## src/prx_regs.vh

```
`ifndef PRX_REGS_VH
`define PRX_REGS_VH

// Register addresses
`define PRX_ADDR_PROX_HIGH      8'h87
`define PRX_ADDR_PROX_LOW       8'h88
`define PRX_ADDR_IRQ_CTRL       8'h89
`define PRX_ADDR_LOW_THR_HIGH   8'h8A
`define PRX_ADDR_LOW_THR_LOW    8'h8B
`define PRX_ADDR_HIGH_THR_HIGH  8'h8C
`define PRX_ADDR_HIGH_THR_LOW   8'h8D
`define PRX_ADDR_IRQ_STATUS     8'h8E

// Interrupt control fields
`define PRX_CTRL_PERSIST_MSB    7
`define PRX_CTRL_PERSIST_LSB    5
`define PRX_CTRL_PROX_EN_BIT    3
`define PRX_CTRL_ALS_EN_BIT     2
`define PRX_CTRL_LIMIT_EN_BIT   1
`define PRX_CTRL_SRC_SEL_BIT    0

// Interrupt status fields
`define PRX_STAT_PROX_BIT       3
`define PRX_STAT_ALS_BIT        2
`define PRX_STAT_BELOW_BIT      1
`define PRX_STAT_ABOVE_BIT      0

// Reset values
`define PRX_RST_BYTE            8'h00
`define PRX_RST_WORD            16'h0000
`define PRX_RST_FLAGS           4'h0
`define PRX_RST_COUNT           8'h00

// Misc constants
`define PRX_COUNT_ONE           8'h01
`define PRX_SRC_PROX            1'b0
`define PRX_PIN_LOW             1'b0

`endif

```

## src/prx_persist.v

```verilog
`timescale 1ns/1ps
`include "prx_regs.vh"

// Counts consecutive out-of-window samples in one direction
module prx_persist #(
    parameter CNT_W = 8
) (
    // Clock and reset
    input  wire             clk_i,
    input  wire             resetn_i,
    // Sample stream
    input  wire             restart_i,
    input  wire             sample_i,
    input  wire             hit_i,
    input  wire [CNT_W-1:0] need_i,
    // Event
    output reg              fire_o
);

    reg  [CNT_W-1:0] count;
    wire [CNT_W-1:0] count_inc;

    assign count_inc = count + `PRX_COUNT_ONE;

    always @(posedge clk_i or negedge resetn_i)
    begin
        if (!resetn_i)
        begin
            count  <= `PRX_RST_COUNT;
            fire_o <= 1'b0;
        end
        else
        begin
            fire_o <= 1'b0;
            if (restart_i)
            begin
                count <= `PRX_RST_COUNT;
            end
            else if (sample_i)
            begin
                if (!hit_i)
                begin
                    count <= `PRX_RST_COUNT;
                end
                else if (count_inc == need_i)
                begin
                    // Restart after firing so a persisting level fires again every full run
                    count  <= `PRX_RST_COUNT;
                    fire_o <= 1'b1;
                end
                else
                begin
                    count <= count_inc;
                end
            end
        end
    end

endmodule // prx_persist

```

## src/prx_core.v

```verilog
`timescale 1ns/1ps
`include "prx_regs.vh"

module prx_core #(
    parameter DATA_W = 16,
    parameter CNT_W  = 8
) (
    // Clock and reset
    input  wire              clk_i,
    input  wire              resetn_i,
    // Register port from the serial front end
    input  wire [7:0]        reg_addr_i,
    input  wire              reg_wr_i,
    input  wire [7:0]        reg_wdata_i,
    input  wire              reg_rd_i,
    output reg  [7:0]        reg_rdata_o,
    // Measurement results
    input  wire              prox_valid_i,
    input  wire [DATA_W-1:0] prox_data_i,
    input  wire              als_valid_i,
    input  wire [DATA_W-1:0] als_data_i,
    // Open-drain interrupt pin
    input  wire              irq_pad_i,
    output wire              irq_pad_o,
    output wire              irq_pad_oe_o
);

    // Register state
    reg  [DATA_W-1:0] prox_result;
    reg  [7:0]        irq_ctrl;
    reg  [DATA_W-1:0] low_thr;
    reg  [DATA_W-1:0] high_thr;
    reg               prox_ready_flag;
    reg               als_ready_flag;
    reg               below_limit_flag;
    reg               above_limit_flag;
    reg  [7:0]        next_rdata;

    // Control decode
    wire [2:0]        persist_sel;
    wire              prox_irq_en;
    wire              als_irq_en;
    wire              limit_irq_en;
    wire              limit_source_sel;
    wire [CNT_W-1:0]  persist_need;

    // Threshold path
    wire              cmp_valid;
    wire [DATA_W-1:0] cmp_data;
    wire              cmp_below;
    wire              cmp_above;
    wire              below_fire;
    wire              above_fire;
    wire              persist_restart;

    // Host access strobes
    wire              wr_ctrl;
    wire              wr_status;
    wire [3:0]        status_vec;

    assign persist_sel      = irq_ctrl[`PRX_CTRL_PERSIST_MSB:`PRX_CTRL_PERSIST_LSB];
    assign prox_irq_en      = irq_ctrl[`PRX_CTRL_PROX_EN_BIT];
    assign als_irq_en       = irq_ctrl[`PRX_CTRL_ALS_EN_BIT];
    assign limit_irq_en     = irq_ctrl[`PRX_CTRL_LIMIT_EN_BIT];
    assign limit_source_sel = irq_ctrl[`PRX_CTRL_SRC_SEL_BIT];

    // Required run length is a power of two of the field value
    assign persist_need = {{(CNT_W-1){1'b0}}, 1'b1} << persist_sel;

    // Pick the stream the thresholds are applied to
    assign cmp_valid = (limit_source_sel == `PRX_SRC_PROX) ? prox_valid_i : als_valid_i;
    assign cmp_data  = (limit_source_sel == `PRX_SRC_PROX) ? prox_data_i  : als_data_i;

    assign cmp_below = cmp_data < low_thr;
    assign cmp_above = cmp_data > high_thr;

    // Reprogramming the control register or disabling the limit check
    // discards a partly counted run, so stale samples never count
    assign persist_restart = !limit_irq_en || wr_ctrl;

    assign wr_ctrl   = reg_wr_i && (reg_addr_i == `PRX_ADDR_IRQ_CTRL);
    assign wr_status = reg_wr_i && (reg_addr_i == `PRX_ADDR_IRQ_STATUS);

    prx_persist #(
        .CNT_W (CNT_W)
    ) u_below (
        .clk_i     (clk_i),
        .resetn_i  (resetn_i),
        .restart_i (persist_restart),
        .sample_i  (cmp_valid),
        .hit_i     (cmp_below),
        .need_i    (persist_need),
        .fire_o    (below_fire)
    );

    prx_persist #(
        .CNT_W (CNT_W)
    ) u_above (
        .clk_i     (clk_i),
        .resetn_i  (resetn_i),
        .restart_i (persist_restart),
        .sample_i  (cmp_valid),
        .hit_i     (cmp_above),
        .need_i    (persist_need),
        .fire_o    (above_fire)
    );

    // Measurement result capture; the host has no write path here
    always @(posedge clk_i or negedge resetn_i)
    begin
        if (!resetn_i)
        begin
            prox_result <= `PRX_RST_WORD;
        end
        else if (prox_valid_i)
        begin
            prox_result <= prox_data_i;
        end
    end

    // Host-writable configuration
    always @(posedge clk_i or negedge resetn_i)
    begin
        if (!resetn_i)
        begin
            irq_ctrl <= `PRX_RST_BYTE;
            low_thr  <= `PRX_RST_WORD;
            high_thr <= `PRX_RST_WORD;
        end
        else if (reg_wr_i)
        begin
            if (reg_addr_i == `PRX_ADDR_IRQ_CTRL)
            begin
                irq_ctrl <= reg_wdata_i;
            end
            else if (reg_addr_i == `PRX_ADDR_LOW_THR_HIGH)
            begin
                low_thr[15:8] <= reg_wdata_i;
            end
            else if (reg_addr_i == `PRX_ADDR_LOW_THR_LOW)
            begin
                low_thr[7:0] <= reg_wdata_i;
            end
            else if (reg_addr_i == `PRX_ADDR_HIGH_THR_HIGH)
            begin
                high_thr[15:8] <= reg_wdata_i;
            end
            else if (reg_addr_i == `PRX_ADDR_HIGH_THR_LOW)
            begin
                high_thr[7:0] <= reg_wdata_i;
            end
        end
    end

    // Sticky status: a new event beats a same-cycle host clear
    always @(posedge clk_i or negedge resetn_i)
    begin
        if (!resetn_i)
        begin
            prox_ready_flag  <= 1'b0;
            als_ready_flag   <= 1'b0;
            below_limit_flag <= 1'b0;
            above_limit_flag <= 1'b0;
        end
        else
        begin
            if (prox_valid_i && prox_irq_en)
            begin
                prox_ready_flag <= 1'b1;
            end
            else if (wr_status && reg_wdata_i[`PRX_STAT_PROX_BIT])
            begin
                prox_ready_flag <= 1'b0;
            end

            if (als_valid_i && als_irq_en)
            begin
                als_ready_flag <= 1'b1;
            end
            else if (wr_status && reg_wdata_i[`PRX_STAT_ALS_BIT])
            begin
                als_ready_flag <= 1'b0;
            end

            if (below_fire && limit_irq_en)
            begin
                below_limit_flag <= 1'b1;
            end
            else if (wr_status && reg_wdata_i[`PRX_STAT_BELOW_BIT])
            begin
                below_limit_flag <= 1'b0;
            end

            if (above_fire && limit_irq_en)
            begin
                above_limit_flag <= 1'b1;
            end
            else if (wr_status && reg_wdata_i[`PRX_STAT_ABOVE_BIT])
            begin
                above_limit_flag <= 1'b0;
            end
        end
    end

    assign status_vec = {prox_ready_flag, als_ready_flag, below_limit_flag, above_limit_flag};

    // Read mux
    always @*
    begin
        next_rdata = `PRX_RST_BYTE;
        if (reg_addr_i == `PRX_ADDR_PROX_HIGH)
        begin
            next_rdata = prox_result[15:8];
        end
        else if (reg_addr_i == `PRX_ADDR_PROX_LOW)
        begin
            next_rdata = prox_result[7:0];
        end
        else if (reg_addr_i == `PRX_ADDR_IRQ_CTRL)
        begin
            next_rdata = irq_ctrl;
        end
        else if (reg_addr_i == `PRX_ADDR_LOW_THR_HIGH)
        begin
            next_rdata = low_thr[15:8];
        end
        else if (reg_addr_i == `PRX_ADDR_LOW_THR_LOW)
        begin
            next_rdata = low_thr[7:0];
        end
        else if (reg_addr_i == `PRX_ADDR_HIGH_THR_HIGH)
        begin
            next_rdata = high_thr[15:8];
        end
        else if (reg_addr_i == `PRX_ADDR_HIGH_THR_LOW)
        begin
            next_rdata = high_thr[7:0];
        end
        else if (reg_addr_i == `PRX_ADDR_IRQ_STATUS)
        begin
            next_rdata = {4'h0, status_vec};
        end
    end

    // Read data is held until the next read so the front end may shift it out slowly
    always @(posedge clk_i or negedge resetn_i)
    begin
        if (!resetn_i)
        begin
            reg_rdata_o <= `PRX_RST_BYTE;
        end
        else if (reg_rd_i)
        begin
            reg_rdata_o <= next_rdata;
        end
    end

    // Open drain: only ever pulls low; the pad level input is not needed internally
    assign irq_pad_o    = `PRX_PIN_LOW;
    assign irq_pad_oe_o = |status_vec;

endmodule // prx_core

```

## config.mk

```make
export PLATFORM = sky130hd
export DESIGN_NAME = prx_core
export DESIGN_NICKNAME = d
export VERILOG_FILES = /design/src/prx_persist.v /design/src/prx_core.v
export VERILOG_INCLUDE_DIRS = /design/src
export SDC_FILE = /design/constraint.sdc
export NUM_CORES = 1
export LEC_CHECK = 0
export BUFFER_PORTS_ARGS = -buffer_cell sky130_fd_sc_hd__buf_4
export CAP_MARGIN = 15
export CORE_MARGIN = 2
export CORE_UTILIZATION = 33
export CTS_CLUSTER_DIAMETER = 60
export DETAILED_ROUTE_END_ITERATION = 8
export PLACE_DENSITY = 0.57
export REMOVE_ABC_BUFFERS = 1
export SLEW_MARGIN = 15
export SYNTH_ARGS = -nofsm -noshare
export SYNTH_HDL_FRONTEND = slang
export SYNTH_HIERARCHICAL = 1
export SYNTH_SLANG_ARGS = --single-unit
```

## constraint.sdc

```tcl
create_clock -name clk_i -period 3.2 [get_ports clk_i]
set_clock_uncertainty 0.2 [all_clocks]
set_input_delay 0.64 -clock clk_i [delete_from_list [all_inputs] [get_ports clk_i]]
set_output_delay 0.64 -clock clk_i [all_outputs]
set_load 0.05 [all_outputs]
```

==> run_results.csv <==
group,metric,value,unit
cts,path_clk_slew,60,ps
worst_setup_path,startpoint,"irq_ctrl[0]$_DFFE_PN0P_",
sta,finalHoldViolCount,0,
power,power_density,415,nW/um2
logic_synthesis,dominant_combinational_cell_family_by_area_after_synthesis,"multiplexers",
sta,grt_setup_unrepaired,"true",
routing,detail_route.wl_per_cell,18.2,um
final_layout,final_cell_mix,"sky130_fd_sc_hd__buf_4, sky130_fd_sc_hd__dfrtp_1, sky130_fd_sc_hd__inv_1, sky130_fd_sc_hd__nand2_1, sky130_fd_sc_hd__mux2_4",
logic_synthesis,synth_compound_area_share,15.1,%
sta,finalMaxSlewViolations,0,
worst_setup_path,nature_of_the_critical_path_startpoint,"flop",
sta,max_freq,0.316,GHz
cts,cts_inserted_buffers,9,
grt,antenna_found_initial,0,
worst_setup_path,cp_max_fanout,7,
grt,grt_max_degree,46,
routing,route.final.wire_length,15500,um
power,peakVddDrop,266,uV
power,leakagePower,3.20,nW
die,io_pins,65,
final_layout,areaGrowthSynthToFinish,28.5,%
worst_setup_path,critical_path_required,3280,ps
logic_synthesis,number_of_synthesized_flops_with_an_enable_pin,0,
placed_design,buffer_ports.inserted,62,
worst_setup_path,critPathKind,"reg2reg",
logic_synthesis,yosys.area_share.adder,7.25,%
grt,globalRouteTotalUtil,16.9,%
logic_synthesis,synth.mux.area_fraction,16.7,%
routing,detail_route.iter0.violations,277,
worst_setup_path,regToRegStartpoint,"irq_ctrl[0]$_DFFE_PN0P_",
cts,tritoncts_clock_tree,"done",
die,die_width,135,um
sta,finalCriticalPeriod,3170,ps
sta,max_slew.worst_pin.slew,778,ps
routing,detail_route.drc_violations,0,
worst_setup_path,timing.critical_path.to_type,"flop",
sta,hold-worst-slack,93.2,ps
worst_setup_path,r2r_end,"u_below/count[7]$_DFFE_PN0P_",
placed_design,dp_hpwl,11100,um
worst_hold_path,min-delay-path-class,"in2async",
flow_run,cap_violations,0,
worst_setup_path,cp-endpoint,"u_below/count[7]$_DFFE_PN0P_",
placed_design,place.gp.congestion,0.910,
cts,cts_max_path_buffers,2,
routing,ant_nets,0,
logic_synthesis,xor_xnor_share_of_the_synthesized_area,3.38,%
die,rows,48,
logic_synthesis,synth_sequential_area_ratio,37.8,%
die,die-area,18300,um2
logic_synthesis,primary_flip_flop_cell_chosen_by_synthesis_mapping,"sky130_fd_sc_hd__dfrtp_1",
logic_synthesis,synthSimpleGateAreaFrac,14.2,%
grt,grt_first_pass_wirelength,24100,um
routing,router_iterations_before_antenna_repair,4,
logic_synthesis,synth_cell_types,65,
final_layout,antennaDiodeCount,0,
routing,num_vias,4554,
grt,grt_overflow,0,
final_layout,fin_util,42.9,%
cts,cts.hold.buffers_added,0,
grt,grt_pass1_vias,4554,
power,power,0.00304,W
logic_synthesis,synthArstFlopShare,100,%
die,design.core.area,17100,um2
die,chipHeight,135,um
sta,max_slew_margin,47.6,%
cts,clock_insertion_delay_worst_skew,350,ps
final_layout,final_common_cell,"sky130_fd_sc_hd__buf_4",
worst_setup_path,setup.reg_to_reg.worst_slack,30,ps
logic_synthesis,mean_area_per_synthesized_cell,10.5,um2
final_layout,finalNetCount,711,
cts,cts_root_buffer,"sky130_fd_sc_hd__clkbuf_16",
sta,final-setup-viol-count,0,
logic_synthesis,post_synthesis_cells,545,
final_layout,final_area,7320,um2
sta,final_min_period_over_clock_period,98.9,%
worst_setup_path,critical_path_arrival,3250,ps
cts,htree_num_levels,3,
logic_synthesis,post_synthesis_instance_area,5700,um2
routing,vias_per_cell,5.35,
die,start_util,33.4,%
cts,clock_sink_count,86,
placed_design,placed_area,6470,um2
status,run_status,"finished clean",
logic_synthesis,ys_ff_latch,86,
worst_setup_path,rr_worst_depth,13,
logic_synthesis,synth_warnings,6,
final_layout,layout-drive-gt1-share,37.3,%
[cell type report]
type                            instances  area, um2
Multi-Input combinational cell        396       3640
Clock buffer                           11        233
Inverter                               38        143
Sequential cell                        86       2150
Fill cell                            1646       9740
Timing Repair Buffer                   92        748
Clock inverter                          4        120
Tap cell                              225        282
[critical path: stages (launching register included)]
cell and delay, ps:
sky130_fd_sc_hd__dfrtp_2 500, sky130_fd_sc_hd__buf_12 180, sky130_fd_sc_hd__buf_6 110, sky130_fd_sc_hd__mux2_4 320, sky130_fd_sc_hd__buf_6 130, sky130_fd_sc_hd__ha_4 200, sky130_fd_sc_hd__a21o_1 190, sky130_fd_sc_hd__a21oi_2 180
sky130_fd_sc_hd__o21ai_2 80, sky130_fd_sc_hd__a21oi_2 160, sky130_fd_sc_hd__nand3b_1 160, sky130_fd_sc_hd__a41o_4 330, sky130_fd_sc_hd__nor4_4 250, sky130_fd_sc_hd__a21o_1 120
[synthesized netlist by cell type, drive strengths merged (6+ instances only)]
cell | number | area share, %
a21o | 11 | 1.4
a21oi | 27 | 2.4
a221oi | 6 | 1.3
a22oi | 10 | 1.5
a31oi | 7 | 0.77
buf | 20 | 2.5
clkbuf | 7 | 0.46
dfrtp | 86 | 38
ha | 33 | 7.2
inv | 38 | 2.5
mux2 | 67 | 15
mux2i | 12 | 2.1
nand2 | 36 | 2.4
nand2b | 6 | 0.66
nand3 | 7 | 0.97
nand4 | 14 | 2.3
nor2 | 30 | 2.0
nor3 | 7 | 0.62
nor4 | 8 | 1.1
o21ai | 15 | 1.3
o22ai | 15 | 1.9
xnor2 | 14 | 2.2
xor2 | 8 | 1.2
[cell families (layout without fill, tap and decap cells)]
group	Yosys count	count (layout)
flip-flops	86	86
AO/OA/AOI/OAI	122	124
buffers and inverters	65	145
other	1	1
adder cells (fa/ha/maj)	33	33
XOR/XNOR	22	22
AND/OR/NAND/NOR	137	137
multiplexers	79	79
[timing repair]
action                                  4_1_cts  5_1_grt
pin swaps                                     3       23
endpoints found under the setup margin       13       16
setup buffers                                 0        6
gates resized for setup                       6       65
gates cloned                                  1        2
[state kept, by name (all words and copies together) (netlist names)]
register / count
below_limit_flag: 1
u_above/count: 8
als_ready_flag: 1
u_below/fire_o: 1
u_below/count: 8
reg_rdata_o: 8
high_thr: 16
u_above/fire_o: 1
prox_ready_flag: 1
low_thr: 16
prox_result: 16
above_limit_flag: 1
irq_ctrl: 8
[per-layer routing]
metal	global-route usage [%]	share of wire [%]
met3	4.49	5.1
met4	3.24	1.6
met1	21.7	45
met2	28.9	49
met5	0	0
[per-stage QoR]
| stage | setup WS (ps) | instances | setup TNS (ps) |
|---|---|---|---|
| 2_1_floorplan | 66.2 | 518 | 0 |
| 3_3_place_gp | -220 | 828 | -1520 |
| 3_5_place_dp | -226 | 828 | -1610 |
| 4_1_cts | 1.67 | 844 | 0 |
| 5_1_grt | -102 | 852 | -503 |
| 6_report | 33.9 | 852 | 0 |
[where the power goes]
| group | switching, W | internal [W] |
|---|---|---|
| registers | 0.0000538 | 0.00115 |
| logic | 0.000293 | 0.000264 |
| clock network | 0.000439 | 0.000839 |
[how the worst min path moves through the flow]
stage | to | from | slack (ps) | depth (start not counted)
after floorplan | above_limit_flag$_DFFE_PN0P_ | resetn_i | 140 | 0
after global placement | below_limit_flag$_DFFE_PN0P_ | u_below/fire_o$_DFF_PN0_ | 270 | 1
after detailed placement | above_limit_flag$_DFFE_PN0P_ | u_above/fire_o$_DFF_PN0_ | 270 | 1
after CTS | high_thr[4]$_DFFE_PN0P_ | resetn_i | 110 | 1
after global routing | high_thr[4]$_DFFE_PN0P_ | resetn_i | 130 | 1
final | high_thr[4]$_DFFE_PN0P_ | resetn_i | 90 | 1
Note: power is estimated with default switching activity, not from simulation.
